`src/verilog/odl_pkg.sv`:
```
/*
  Shared constants, types and the link-bit position decoder for the DS1 overhead
  data-link port. Assumes a 25 MHz pclk and a framer core on the same clock.
*/
package odl_pkg;

  // timing: overhead clock phases, least times rounded up to whole pclk cycles
  localparam int PCLK_PERIOD_NS  = 40;
  localparam int OH_CLK_HIGH_NS  = 160;
  localparam int OH_CLK_LOW_NS   = 160;
  localparam int OH_CLK_HIGH_CYC = (OH_CLK_HIGH_NS + PCLK_PERIOD_NS - 1) / PCLK_PERIOD_NS;
  localparam int OH_CLK_LOW_CYC  = (OH_CLK_LOW_NS + PCLK_PERIOD_NS - 1) / PCLK_PERIOD_NS;
  // pin synchroniser depth; the low phase must outlast it
  localparam int SYNC_STAGES     = 2;

  // register byte offsets
  localparam logic [7:0] TX_SEL_OFFS = 8'h00;
  localparam logic [7:0] RX_SEL_OFFS = 8'h04;
  localparam logic [7:0] STATUS_OFFS = 8'h08;

  // select register fields
  localparam int         SRC_LSB      = 0;
  localparam int         BW_LSB       = 4;
  localparam logic [7:0] SEL_WMASK    = 8'h33;
  localparam logic [7:0] TX_SEL_RESET = 8'h00;
  localparam logic [7:0] RX_SEL_RESET = 8'h00;

  // status register fields
  localparam int STAT_LEVEL_LSB = 0;
  localparam int STAT_RX_BUSY   = 3;
  localparam int STAT_TX_HOLD   = 4;

  // transmit source codes
  localparam logic [1:0] SRC_INTERNAL = 2'h0;
  localparam logic [1:0] SRC_SERIAL   = 2'h1;
  localparam logic [1:0] SRC_OVERHEAD = 2'h2;
  localparam logic [1:0] SRC_ONES     = 2'h3;

  // receive destination codes
  localparam logic [1:0] DST_INTERNAL = 2'h0;
  localparam logic [1:0] DST_SERIAL   = 2'h1;
  localparam logic [1:0] DST_OVERHEAD = 2'h2;
  localparam logic [1:0] DST_ONES     = 2'h3;

  // ESF bandwidth codes
  localparam logic [1:0] BW_ALL  = 2'h0;
  localparam logic [1:0] BW_ODD  = 2'h1;
  localparam logic [1:0] BW_EVEN = 2'h2;

  localparam int FIFO_WIDTH = 1;
  localparam int FIFO_DEPTH = 4;

  typedef enum logic [1:0] {
    ODL_FMT_ESF,
    ODL_FMT_SF,
    ODL_FMT_N,
    ODL_FMT_T1DM
  } odl_fmt_e;

  // one bit position from the framer core
  typedef struct packed {
    logic       strobe;
    logic       overhead;
    logic [4:0] frame_num;
    logic       bit_val;
  } odl_pos_s;

  // true when an overhead position carries a selected data-link bit
  function automatic logic odl_is_link_bit(odl_fmt_e fmt, logic [4:0] frame_num,
                                           logic [1:0] bw);
    logic sel;
    sel = 1'b0;
    unique case (fmt)
      ODL_FMT_ESF: begin
        if (bw == BW_ODD) begin
          sel = frame_num[0] & ~frame_num[1];
        end else if (bw == BW_EVEN) begin
          sel = frame_num[0] & frame_num[1];
        end else begin
          sel = frame_num[0];
        end
      end
      ODL_FMT_SF, ODL_FMT_N: begin
        sel = ~frame_num[0];
      end
      ODL_FMT_T1DM: begin
        sel = 1'b1;
      end
    endcase
    return sel;
  endfunction

endpackage

```
`src/verilog/odl_port.sv`:
```
/*
  DS1 overhead data-link port: APB registers, transmit link-bit source select with
  the transmit overhead clock, receive link-bit steering with a 4-word FIFO feeding
  the receive overhead serial port. Assumes the framer core drives the position
  strobes on pclk and that overhead pins come from another clock domain.
*/
// Implementation choices: the address map and the APB interface to the registers.
// Summary of operation
// tx source 00 takes link bits from the internal controller input
// tx source 01 takes link bits from the transmit serial payload pin
// tx source 10 takes link bits from the transmit overhead data pin
// tx source 11 sends every link bit as one
// T1DM carries one link bit per frame, an 8 kHz channel
// rx port delivers FDL in ESF, Fs in N and SF, R bits in T1DM
// rx overhead clock rises once per selected link bit under rx destination 10; a bit that finds the FIFO full is dropped and gets no rise
// rx overhead data changes together with the rx overhead clock rise
// far end samples rx overhead data on the clock's falling edge
// rx destination 00 feeds internal controller and the serial output
// rx destination 01 feeds only the serial payload output
// rx destination 10 feeds the overhead pin and the serial output
// rx destination 11 forces extracted link bits to one
// ESF link bandwidth selectable between 4 kHz and 2 kHz
// bandwidth 00 all FDL bits, 01 frames 1,5,9, 10 frames 3,7,11
// tx overhead data sampled at the falling edge of our tx clock
// far end updates tx overhead data after each tx clock rise
// overhead clocks stay idle at positions without a link bit

module odl_fifo #(
  parameter int WIDTH = 1,
  parameter int DEPTH = 4
) (
  input  wire logic                       pclk,
  input  wire logic                       presetn,
  input  wire logic                       in_valid,
  output logic                            in_ready,
  input  wire logic [WIDTH-1:0]           in_data,
  output logic                            out_valid,
  input  wire logic                       out_ready,
  output logic [WIDTH-1:0]                out_data,
  output logic [$clog2(DEPTH+1)-1:0]      level
);
  localparam int PW = $clog2(DEPTH);
  localparam int CW = $clog2(DEPTH+1);
  localparam logic [CW-1:0] FULL_CNT = CW'(DEPTH);
  localparam logic [PW-1:0] LAST_PTR = PW'(DEPTH - 1);

  logic [WIDTH-1:0] mem_q [DEPTH];
  logic [PW-1:0]    wr_ptr_q;
  logic [PW-1:0]    rd_ptr_q;
  logic [CW-1:0]    cnt_q;
  logic             ready_q;
  logic             push;
  logic             pop;

  assign push      = in_valid & ready_q;
  assign pop       = out_ready & (cnt_q != '0);
  assign in_ready  = ready_q;
  assign out_valid = (cnt_q != '0);
  assign out_data  = mem_q[rd_ptr_q];
  assign level     = cnt_q;

  always_ff @(posedge pclk) begin
    if (push) begin
      mem_q[wr_ptr_q] <= in_data;
    end
  end

  always_ff @(posedge pclk or negedge presetn) begin
    if (!presetn) begin
      wr_ptr_q <= '0;
      rd_ptr_q <= '0;
    end else begin
      if (push) begin
        wr_ptr_q <= (wr_ptr_q == LAST_PTR) ? '0 : wr_ptr_q + 1'b1;
      end
      if (pop) begin
        rd_ptr_q <= (rd_ptr_q == LAST_PTR) ? '0 : rd_ptr_q + 1'b1;
      end
    end
  end

  // ready kept as a flop so the core sees a registered stall
  always_ff @(posedge pclk or negedge presetn) begin
    if (!presetn) begin
      cnt_q   <= '0;
      ready_q <= 1'b0;
    end else begin
      unique case ({push, pop})
        2'b10: begin
          cnt_q   <= cnt_q + 1'b1;
          ready_q <= (cnt_q + 1'b1) != FULL_CNT;
        end
        2'b01: begin
          cnt_q   <= cnt_q - 1'b1;
          ready_q <= 1'b1;
        end
        default: begin
          ready_q <= cnt_q != FULL_CNT;
        end
      endcase
    end
  end
endmodule

module odl_port (
  input  wire logic            pclk,
  input  wire logic            presetn,
  input  wire logic            psel,
  input  wire logic            penable,
  input  wire logic            pwrite,
  input  wire logic [7:0]      paddr,
  input  wire logic [31:0]     pwdata,
  output logic [31:0]          prdata,
  output logic                 pready,
  output logic                 pslverr,
  input  wire odl_pkg::odl_fmt_e fmt,
  input  wire odl_pkg::odl_pos_s tx_pos,
  input  wire logic            tx_lapd_bit,
  output logic                 tx_dl_valid,
  output logic                 tx_dl_bit,
  input  wire logic            tx_serial_payload_in,
  input  wire logic            tx_overhead_data_in,
  output logic                 tx_overhead_clock,
  input  wire odl_pkg::odl_pos_s rx_pos,
  output logic                 rx_core_ready,
  output logic                 rx_lapd_valid,
  output logic                 rx_lapd_bit,
  output logic                 rx_serial_payload_out,
  output logic                 rx_overhead_clock,
  output logic                 rx_overhead_data_out
);
  import odl_pkg::*;

  typedef enum {ODL_IDLE, ODL_HIGH, ODL_LOW} odl_ph_e;

  logic [7:0]  tx_sel_q;
  logic [7:0]  rx_sel_q;
  logic [31:0] prdata_q;
  logic        pready_q;
  logic        pslverr_q;
  logic [1:0]  pin_s1_q;
  logic [1:0]  pin_s2_q;
  logic        tx_valid_q;
  logic        tx_bit_q;
  logic        tx_clk_q;
  odl_ph_e     tx_ph_q;
  logic [3:0]  tx_cnt_q;
  logic        tx_hold_q;
  logic        rx_ser_q;
  logic        rx_lapd_v_q;
  logic        rx_lapd_b_q;
  logic        rx_clk_q;
  logic        rx_data_q;
  odl_ph_e     rx_ph_q;
  logic [3:0]  rx_cnt_q;
  logic        fifo_ready;
  logic        fifo_out_valid;
  logic        fifo_out_ready;
  logic [0:0]  fifo_out_data;
  logic [2:0]  fifo_level;
  logic [1:0]  tx_src;
  logic [1:0]  tx_bw;
  logic [1:0]  rx_dst;
  logic [1:0]  rx_bw;
  logic        tx_link;
  logic        rx_link;
  logic        rx_dl_val;
  logic        acc;
  logic        addr_ok;
  logic        tx_ser_sync;
  logic        tx_oh_sync;

  assign tx_src      = tx_sel_q[SRC_LSB +: 2];
  assign tx_bw       = tx_sel_q[BW_LSB +: 2];
  assign rx_dst      = rx_sel_q[SRC_LSB +: 2];
  assign rx_bw       = rx_sel_q[BW_LSB +: 2];
  assign tx_ser_sync = pin_s2_q[0];
  assign tx_oh_sync  = pin_s2_q[1];
  // ESF positions filtered by bandwidth, SF and N by frame parity, T1DM takes every frame
  assign tx_link = tx_pos.strobe & tx_pos.overhead
                 & odl_is_link_bit(fmt, tx_pos.frame_num, tx_bw);
  assign rx_link = rx_pos.strobe & rx_pos.overhead
                 & odl_is_link_bit(fmt, rx_pos.frame_num, rx_bw);
  assign rx_dl_val = (rx_dst == DST_ONES) ? 1'b1 : rx_pos.bit_val;

  // apb: access phase lasts two cycles, pready from a flop
  assign acc     = psel & penable;
  assign addr_ok = (paddr == TX_SEL_OFFS) | (paddr == RX_SEL_OFFS) | (paddr == STATUS_OFFS);

  always_ff @(posedge pclk or negedge presetn) begin
    if (!presetn) begin
      pready_q  <= 1'b0;
      pslverr_q <= 1'b0;
      prdata_q  <= 32'h0000_0000;
    end else if (acc && !pready_q) begin
      pready_q  <= 1'b1;
      pslverr_q <= ~addr_ok;
      unique case (paddr)
        TX_SEL_OFFS: prdata_q <= {24'h00_0000, tx_sel_q};
        RX_SEL_OFFS: prdata_q <= {24'h00_0000, rx_sel_q};
        STATUS_OFFS: begin
          prdata_q <= 32'h0000_0000;
          prdata_q[STAT_LEVEL_LSB +: 3] <= fifo_level;
          prdata_q[STAT_RX_BUSY]        <= (rx_ph_q != ODL_IDLE);
          prdata_q[STAT_TX_HOLD]        <= tx_hold_q;
        end
        default: prdata_q <= 32'h0000_0000;
      endcase
    end else begin
      pready_q  <= 1'b0;
      pslverr_q <= 1'b0;
    end
  end

  always_ff @(posedge pclk or negedge presetn) begin
    if (!presetn) begin
      tx_sel_q <= TX_SEL_RESET;
      rx_sel_q <= RX_SEL_RESET;
    end else if (acc && pready_q && pwrite) begin
      if (paddr == TX_SEL_OFFS) begin
        tx_sel_q <= pwdata[7:0] & SEL_WMASK;
      end
      if (paddr == RX_SEL_OFFS) begin
        rx_sel_q <= pwdata[7:0] & SEL_WMASK;
      end
    end
  end

  // pin synchroniser; only the second stage is read
  always_ff @(posedge pclk or negedge presetn) begin
    if (!presetn) begin
      pin_s1_q <= 2'h0;
      pin_s2_q <= 2'h0;
    end else begin
      pin_s1_q <= {tx_overhead_data_in, tx_serial_payload_in};
      pin_s2_q <= pin_s1_q;
    end
  end

  // transmit link bit to the core, one cycle after each link position
  always_ff @(posedge pclk or negedge presetn) begin
    if (!presetn) begin
      tx_valid_q <= 1'b0;
      tx_bit_q   <= 1'b1;
    end else begin
      tx_valid_q <= tx_link;
      if (tx_link) begin
        unique case (tx_src)
          SRC_INTERNAL: tx_bit_q <= tx_lapd_bit;
          SRC_SERIAL:   tx_bit_q <= tx_ser_sync;
          SRC_OVERHEAD: tx_bit_q <= tx_hold_q;
          SRC_ONES:     tx_bit_q <= 1'b1;
        endcase
      end
    end
  end

  // tx overhead clock: one pulse per link position; the far end answers the rise,
  // and the capture waits out the synchroniser after our fall
  always_ff @(posedge pclk or negedge presetn) begin
    if (!presetn) begin
      tx_clk_q  <= 1'b0;
      tx_ph_q   <= ODL_IDLE;
      tx_cnt_q  <= 4'h0;
      tx_hold_q <= 1'b1;
    end else begin
      unique case (tx_ph_q)
        ODL_IDLE: begin
          if (tx_link) begin
            tx_clk_q <= 1'b1;
            tx_cnt_q <= 4'h0;
            tx_ph_q  <= ODL_HIGH;
          end
        end
        ODL_HIGH: begin
          if (tx_cnt_q == 4'(OH_CLK_HIGH_CYC - 1)) begin
            tx_clk_q <= 1'b0;
            tx_cnt_q <= 4'h0;
            tx_ph_q  <= ODL_LOW;
          end else begin
            tx_cnt_q <= tx_cnt_q + 4'h1;
          end
        end
        ODL_LOW: begin
          if (tx_cnt_q == 4'(SYNC_STAGES)) begin
            tx_hold_q <= tx_oh_sync;
          end
          if (tx_cnt_q == 4'(OH_CLK_LOW_CYC - 1)) begin
            tx_ph_q <= ODL_IDLE;
          end else begin
            tx_cnt_q <= tx_cnt_q + 4'h1;
          end
        end
      endcase
    end
  end

  // receive serial output passes payload and substitutes link bits
  always_ff @(posedge pclk or negedge presetn) begin
    if (!presetn) begin
      rx_ser_q    <= 1'b1;
      rx_lapd_v_q <= 1'b0;
      rx_lapd_b_q <= 1'b1;
    end else begin
      rx_lapd_v_q <= rx_link & (rx_dst == DST_INTERNAL);
      if (rx_link) begin
        rx_ser_q    <= rx_dl_val;
        rx_lapd_b_q <= rx_dl_val;
      end else if (rx_pos.strobe) begin
        rx_ser_q <= rx_pos.bit_val;
      end
    end
  end

  // full fifo drops the bit; the core sees rx_core_ready low beforehand
  odl_fifo #(
    .WIDTH (FIFO_WIDTH),
    .DEPTH (FIFO_DEPTH)
  ) u_fifo (
    .pclk      (pclk),
    .presetn   (presetn),
    .in_valid  (rx_link & (rx_dst == DST_OVERHEAD)),
    .in_ready  (fifo_ready),
    .in_data   (rx_pos.bit_val),
    .out_valid (fifo_out_valid),
    .out_ready (fifo_out_ready),
    .out_data  (fifo_out_data),
    .level     (fifo_level)
  );

  assign rx_core_ready  = fifo_ready;
  assign fifo_out_ready = (rx_ph_q == ODL_IDLE);

  // rx overhead port: data and clock rise together, far end samples at the fall
  always_ff @(posedge pclk or negedge presetn) begin
    if (!presetn) begin
      rx_clk_q  <= 1'b0;
      rx_data_q <= 1'b1;
      rx_ph_q   <= ODL_IDLE;
      rx_cnt_q  <= 4'h0;
    end else begin
      unique case (rx_ph_q)
        ODL_IDLE: begin
          if (fifo_out_valid) begin
            rx_clk_q  <= 1'b1;
            rx_data_q <= fifo_out_data[0];
            rx_cnt_q  <= 4'h0;
            rx_ph_q   <= ODL_HIGH;
          end
        end
        ODL_HIGH: begin
          if (rx_cnt_q == 4'(OH_CLK_HIGH_CYC - 1)) begin
            rx_clk_q <= 1'b0;
            rx_cnt_q <= 4'h0;
            rx_ph_q  <= ODL_LOW;
          end else begin
            rx_cnt_q <= rx_cnt_q + 4'h1;
          end
        end
        ODL_LOW: begin
          if (rx_cnt_q == 4'(OH_CLK_LOW_CYC - 1)) begin
            rx_ph_q <= ODL_IDLE;
          end else begin
            rx_cnt_q <= rx_cnt_q + 4'h1;
          end
        end
      endcase
    end
  end

  assign prdata                = prdata_q;
  assign pready                = pready_q;
  assign pslverr               = pslverr_q;
  assign tx_dl_valid           = tx_valid_q;
  assign tx_dl_bit             = tx_bit_q;
  assign tx_overhead_clock     = tx_clk_q;
  assign rx_lapd_valid         = rx_lapd_v_q;
  assign rx_lapd_bit           = rx_lapd_b_q;
  assign rx_serial_payload_out = rx_ser_q;
  assign rx_overhead_clock     = rx_clk_q;
  assign rx_overhead_data_out  = rx_data_q;
endmodule
```
`config.mk`:
```
export PLATFORM = sky130hd
export DESIGN_NAME = odl_port
export DESIGN_NICKNAME = d
export VERILOG_FILES = /design/src/verilog/odl_pkg.sv /design/src/verilog/odl_port.sv
export SDC_FILE = /design/constraint.sdc
export NUM_CORES = 1
export LEC_CHECK = 0
export ABC_AREA = 1
export BUFFER_PORTS_ARGS = -buffer_cell sky130_fd_sc_hd__buf_2
export CORE_ASPECT_RATIO = 0.8
export CORE_UTILIZATION = 54
export CTS_BUF_LIST = sky130_fd_sc_hd__clkbuf_16
export DETAILED_ROUTE_END_ITERATION = 12
export PLACE_DENSITY = 0.85
export SYNTH_ARGS = -nofsm -noshare
export SYNTH_HDL_FRONTEND = slang
export SYNTH_SLANG_ARGS = --single-unit
```
`constraint.sdc`:
```
create_clock -name pclk -period 3.22 [get_ports pclk]
set_clock_uncertainty 0.1 [all_clocks]
set_input_delay 0.483 -clock pclk [delete_from_list [all_inputs] [get_ports pclk]]
set_output_delay 0.483 -clock pclk [all_outputs]
set_load 0.01 [all_outputs]
```
==> impl_results.md, run 1 <==
* DRT iter0 DRCs at 126
* Worst Max-Slew Pin Slew at 1.05 ns
* Async SR Flop Fraction at 92.5%
* Synth unique cells at 37
* Clk pin slew, worst setup/hold paths at 0.06 ns
* Crit path depth at 8
* Fin util at 63.5%
* CP Capture Type: register
* Critical R2R Launch: rx_ph_q[1]
* Max incr delay on CP at 0.39 ns
* Post_cts resized at 0
* Die height at 70.2 um
* Seq cells post-synth at 53
* Crit path max fanout at 7
* Remaining DRCs at 0
* Commonest cells after routing, fill and taps aside: 88 x nand2_1, 47 x buf_2, 44 x dfrtp_1, 42 x inv_1, 26 x conb_1
* RSZ-0062 raised after global routing: no
* Chip Width at 87.2 um
* Crit path buffers/inverters at 3
* Final setup viols at 0
* Antenna-violating nets left at 0
* Register area share after synthesis at 43.1%
* Initial core utilization at 56.8%
* Worst Hold Slack at 0.197 ns
* Antenna violations before repair at 0
* DIE AREA at 0.00612 mm^2
* Vias in the first global route at 2300
* Most common flop cell mapped by yosys: dfrtp_1
* Share of cells above drive strength 1 at 22.4%
* Area Overhead vs Synth at 11.8%
* Ant diodes at 0
* Ranking of synthesized cells by area: dfrtp_1 35%, nand2_1 11%, ha_1 8.4%
* Setup Buffers After CTS at 0
* First-pass GRT wire length at 9800 um
* Hold Buf Count CTS at 0
* CP Launch Type: register
* Crit path DAT at 2.09 ns
* GPL Wtd Cong at 0.780
* Post-layout net count at 505
* WL/cell at 11.2 um
* Post-Syn Area per Cell at 8.60 um^2
* Final wirelength at 5540 um
* Largest area contributor in the netlist: dfrtp_1
* Dpl hpwl at 4320 um
* CTS H-Tree Depth at 2
* Rel. slew slack at 29.8%
* Core area at 0.00553 mm^2
* GRT Util Overall at 20.5%
* Standard-cell rows at 24
* Reg-to-reg slack, setup at 1.20 ns
* Synth Cell Area at 0.00314 mm^2
* CP Data Required Time at 3.29 ns
* Critical path's most frequent cell: inv_1
* Power Total at 2260 uW
* Worst vdd ir at 0.262 mV
* Latest clock arrival within the worst-skew pair at 0.29 ns
* WS Path Type: register to register
* Largest net degree at the start of global routing at 50
* FF-to-FF End: u_fifo.level[2]
* CTS tree: built
* Cell Chain, Critical Path: inv_1 > ha_1 > inv_1 > a21oi_4 > inv_1 > ha_1 > nor3_1 > a21oi_1
* Deepest clock path buffer count at 2
* Final period utilization at 62.8%
* Power Dens Cells at 645 mW/mm^2
* Worst setup path start: rx_ph_q[1]
* Post-synth EDFFs at 4
* Fmax at 495 MHz
* Pleak at 0.00186 uW
* CP max-delay cell: dfrtp_1
* Overflow after GRT at 0
* Synth warnings at 0
* Top cell type's share of synthesized area at 35.1%
* Mean number of vias per cell at 4.86
* Hold Crit Class: input pin to register
* Commonest non-fill, non-tap cell in the layout: nand2_1
* Total clock sinks at 53
* I/O pin cnt at 109
* Via count at 2416
* Crit path to: u_fifo.level[2]
* Port buffer count at 47
* CP top delay family: adder cells
* CTS Buf Count at 5
* Root Buffer: clkbuf_16
* Final Max Slew Viols at 0
* Hold Violations, Final at 0
* DRT Pass-1 Iters at 4
* Max-Cap Viols at 0
* Setup TNS at 0 ns
* Fin crit period at 2.02 ns
* Fillcell total at 449
* Post-Syn Instances at 365
* Outcome: complete, no violations
* Reg2Reg Depth at 8
-- cell type report --
type	count	area [um^2]	area share, %
clock inverters	3	12.5	0.357
flip-flops and latches	53	1350	38.6
well taps	78	97.6	2.78
multi-input cells	262	1500	42.7
clock buffers	5	125	3.57
inverters	49	186	5.31
repair buffers	47	235	6.70
-- sequential cells by signal, summed over array words and instances, names as in the netlist, 3 cells and up --
name / cells
tx_sel_q: 4
rx_sel_q: 4
u_fifo.mem_q: 4
prdata: 6
tx_cnt_q: 4
u_fifo.level: 3
rx_cnt_q: 4
-- power by group --
part	switching (uW)	internal [uW]
Combinational	526	330
Sequential	98.3	805
Clock	223	281
-- per-layer routing --
metal | GRT usage (%) | vias up | part of all wire (%)
met5 | 0 | - | 0
met3 | 4.49 | 7 | 5.8
met2 | 33.9 | 86 | 45
li1 | - | 1216 | -
met4 | 6.19 | 0 | 1.3
met1 | 27.1 | 1107 | 48
-- cell usage after synthesis, types with 2 or more instances --
library cell  count
nand2_1          88
dfrtp_1          44
inv_1            42
buf_4            26
nor2_1           25
nand3_1          24
ha_1             21
o21ai_0          12
o21ai_1          11
nand2_2           7
dfstp_2           5
nor2_2            5
a21oi_1           4
edfxtp_1          4
inv_2             4
nand2_4           4
nor2_4            4
nor3_1            4
nand3_2           3
nand3b_1          3
xnor2_1           3
a31oi_1           2
clkinv_1          2
nand3_4           2
o21a_1            2
o31ai_1           2
xor2_1            2
-- metrics by stage --
stage,worst slack [ns],cells,instance area [um^2]
detailed placement,0.960,489,3370
CTS,1.19,497,3510
finish,1.20,497,3510
global route,1.00,497,3510
floorplan,1.25,390,3230
global placement,1.01,489,3370
-- worst reg2reg max path: stages, from the launching register on --
cell and delay, ns:
dfrtp_1 0.39, inv_1 0.11, ha_1 0.27, inv_1 0.10
a21oi_4 0.22, inv_1 0.09, ha_1 0.37, nor3_1 0.21
a21oi_1 0.06
-- cells by family after synthesis --
logic type	share of synthesized area, %
other cells	0.119
buf+inv	12.2
fa+ha+maj	8.37
flops	43.1
mux	0.359
xor+xnor	1.40
simple gates	27.2
compound gates	7.29
-- worst min path at each step --
stage | endpoint | cells after the start | from
after floorplan | pin_s1_q[0] | 0 | presetn
after detailed placement | pin_s2_q[0] | 0 | pin_s1_q[0]
after global routing | pin_s1_q[1] | 1 | tx_overhead_data_in
after global placement | pin_s2_q[1] | 0 | pin_s1_q[1]
final | pin_s1_q[1] | 1 | tx_overhead_data_in
after CTS | pin_s1_q[1] | 1 | tx_overhead_data_in
Note: power is estimated with default switching activity, not from simulation.
==> run 2, diff against run 1 <==
CORE_UTILIZATION = 50   (was 54)
PLACE_DENSITY = 0.8   (was 0.85)
clock period = 2 ns   (was 3.22 ns; I/O delays follow)
==> run 2 against run 1 <==
The run now ends with hold timing left. Hold slack worse by 0.20 ns. Global-route usage is 2.0 points lower. Register-to-register slack worse by 1.0 ns. Core utilization is 4.0 points lower. Routed wire length is 2.2% higher. First-iteration DRC count is 6.3% lower. Sequential share of layout area is 0.53 points lower. Non-clock buffer count is 5 higher. Design area is 1.4% higher. Via count hardly changed. Count of clock-buffer cells in the layout stayed put.
==> impl_results.md, run 2 (synthesis results as in run 1) <==
* Outcome: complete, but fails checks
* Failing checks: hold timing
* Share of cells above drive strength 1 at 23.8% (+1.4 points)
* Critical path's most frequent cell: inv_1
* Fmax at 547 MHz (+11%)
* Standard-cell rows at 25 (+4.2%)
* Mean number of vias per cell at 4.78 (-1.6%)
* Overflow after GRT at 0 (unchanged)
* Max incr delay on CP at 0.39 ns (about the same)
* Post_cts resized at 0 (unchanged)
* Antenna-violating nets left at 0 (unchanged)
* Power Total at 3730 uW (+65%)
* Internal at 2330 uW (+65%)
* Final period utilization at 91.5% (+29 points)
* CP top delay family: adder cells
* I/O pin cnt at 109 (unchanged)
* Chip Width at 90.6 um (+3.8%)
* Largest net degree at the start of global routing at 50 (unchanged)
* Ant diodes at 0 (unchanged)
* Worst Max-Slew Pin Slew at 0.604 ns (-0.450 ns)
* WS Path Type: register to register
* Final wirelength at 5670 um (+2.2%)
* Reg2Reg Depth at 7 (-1)
* Pleak at 0.00189 uW (+1.6%)
* Remaining DRCs at 0 (unchanged)
* FF-to-FF End: u_fifo.level[2]
* Antenna violations before repair at 0 (unchanged)
* Final setup viols at 0 (unchanged)
* Combinational share of power at 38.7% (+0.9 points)
* CP Launch Type: register
* GPL Wtd Cong at 0.793 (+1.6%)
* Clock group share of total power at 22.4% (about the same)
* Initial core utilization at 52.5% (-4.3 points)
* Worst setup path start: u_fifo.level[1]
* Die height at 72.9 um (+3.8%)
* Port buffer count at 47 (unchanged)
* DRT iter0 DRCs at 118 (-6.3%)
* Fin crit period at 1.83 ns (-0.193 ns)
* Reg-to-reg slack, setup at 0.17 ns (-1.03 ns)
* Commonest non-fill, non-tap cell in the layout: nand2_1
* Net Sw Frac at 37.5% (+0.13 points)
* CTS Buf Count at 5 (unchanged)
* Crit path depth at 7 (-1)
* Post-layout net count at 510 (+0.99%)
* Total clock sinks at 53 (unchanged)
* Core area at 0.00597 mm^2 (+8.1%)
* DRT Pass-1 Iters at 4 (unchanged)
* Cell Chain, Critical Path: inv_1 > ha_2 > a21oi_4 > inv_1 > ha_1 > nor3_1 > a21oi_1
* Share of power burned in registers at 38.8% (-1.1 points)
* RSZ-0062 raised after global routing: no
* Setup Buffers After CTS at 0 (unchanged)
* CTS H-Tree Depth at 2 (unchanged)
* Crit path max fanout at 5 (-2)
* Final Worst Setup Slack at 0.171 ns (-1.03 ns)
* Critical R2R Launch: u_fifo.level[1]
* Deepest clock path buffer count at 2 (unchanged)
* Power Dens Cells at 1050 mW/mm^2 (+63%)
* Worst Hold Slack at -0.00406 ns (-0.201 ns)
* Hold Buf Count CTS at 0 (unchanged)
* Max-Cap Viols at 0 (unchanged)
* Setup TNS at 0 ns (unchanged)
* Vias in the first global route at 2246 (-2.3%)
* Hold Crit Class: input pin to asynchronous set/reset pin
* Crit path buffers/inverters at 2 (-1)
* Worst vdd ir at 0.656 mV (+150%)
* Sw Pwr at 1400 uW (+66%)
* DIE AREA at 0.00660 mm^2 (+7.8%)
* Root Buffer: clkbuf_16
* Commonest cells after routing, fill and taps aside: 88 x nand2_1, 47 x buf_2, 44 x dfrtp_1, 43 x inv_1, 26 x conb_1
* First-pass GRT wire length at 9630 um (-1.8%)
* Final Max Slew Viols at 0 (unchanged)
* Via count at 2415 (-0.041%)
* CP Capture Type: register
* CTS tree: built
* Max reg flops at 6 (unchanged)
* Area Overhead vs Synth at 13.3%
* Dpl hpwl at 4300 um (-0.47%)
* WL/cell at 11.2 um (+0.60%)
* Latest clock arrival within the worst-skew pair at 0.29 ns (about the same)
* CP max-delay cell: dfrtp_1
* Cell count after placement at 497 (+1.6%)
* Final cell count without fillers at 505 (+1.6%)
* Pre-CTS setup slack at -0.0690 ns (-1.03 ns)
* Crit path to: u_fifo.level[2]
* Crit path DAT at 1.90 ns (-0.19 ns)
* Clk pin slew, worst setup/hold paths at 0.07 ns (about the same)
* GRT Util Overall at 18.5% (-2.0 points)
* Rel. slew slack at 59.7% (+30 points)
* Hold Violations, Final at 2 (+2)
* CP Data Required Time at 2.07 ns (-1.22 ns)
## run 2: cell types whose count changed in the layout (fill, tap and decap cells not counted)
cell,delta
ha_2,+1
inv_6,+1
inv_1,+1
ha_1,-1
buf_4,+5
clkinv_1,-2
## run 2: worst min-delay path by stage
| stage | from | end | slack (ns) | cells past startpoint |
|---|---|---|---|---|
| 2_1_floorplan | presetn | pin_s1_q[0] | -0.1 | 0 |
| 3_3_place_gp | pin_s1_q[0] | pin_s2_q[0] | 0.23 | 0 |
| 3_5_place_dp | pin_s1_q[0] | pin_s2_q[0] | 0.24 | 0 |
| 4_1_cts | tx_overhead_data_in | pin_s1_q[1] | 0.01 | 1 |
| 5_1_grt | tx_overhead_data_in | pin_s1_q[1] | 0.005 | 1 |
| 6_report | presetn | u_fifo.rd_ptr_q[1] | -0.004 | 2 |
## run 2: cell type report
cell class | count | area (um^2)
Tap cell | 81 | 101
Clock inverter | 3 | 17.5
Sequential cell | 53 | 1350
Multi-Input combinational cell | 262 | 1500
Timing Repair Buffer | 52 | 273
Clock buffer | 5 | 125
Inverter | 49 | 186
Fill cell | 525 | 2420
## run 2: layer usage
metal	vias to the layer above	track usage [%]	wire (um)
met5	-	0	0
met4	0	8.78	116
met3	14	3.96	280
met2	63	31.4	2730
met1	1111	23.0	2540
li1	1227	-	-
## run 2: worst reg2reg max path, stage by stage (launching register included)
cell     delay, ns
dfrtp_1       0.39
inv_1         0.09
ha_2          0.22
a21oi_4       0.18
inv_1         0.08
ha_1          0.37
nor3_1        0.20
a21oi_1       0.07
## run 2: through the flow
step / cell area [um^2] / util, %
2_1_floorplan: 3230 / -
4_1_cts: 3550 / 59.5
5_1_grt: 3560 / 59.5
6_report: 3560 / 59.5
3_3_place_gp: 3410 / 57.1
3_5_place_dp: 3410 / 57.1
## run 2: power by group through the flow
stage	Combinational, uW	Clock (uW)	Sequential, uW
3_3_place_gp	1370	0	1450
2_1_floorplan	1080	0	1460
4_1_cts	1450	850	1450
3_5_place_dp	1430	0	1470
6_report	1450	838	1450
5_1_grt	1650	897	1470
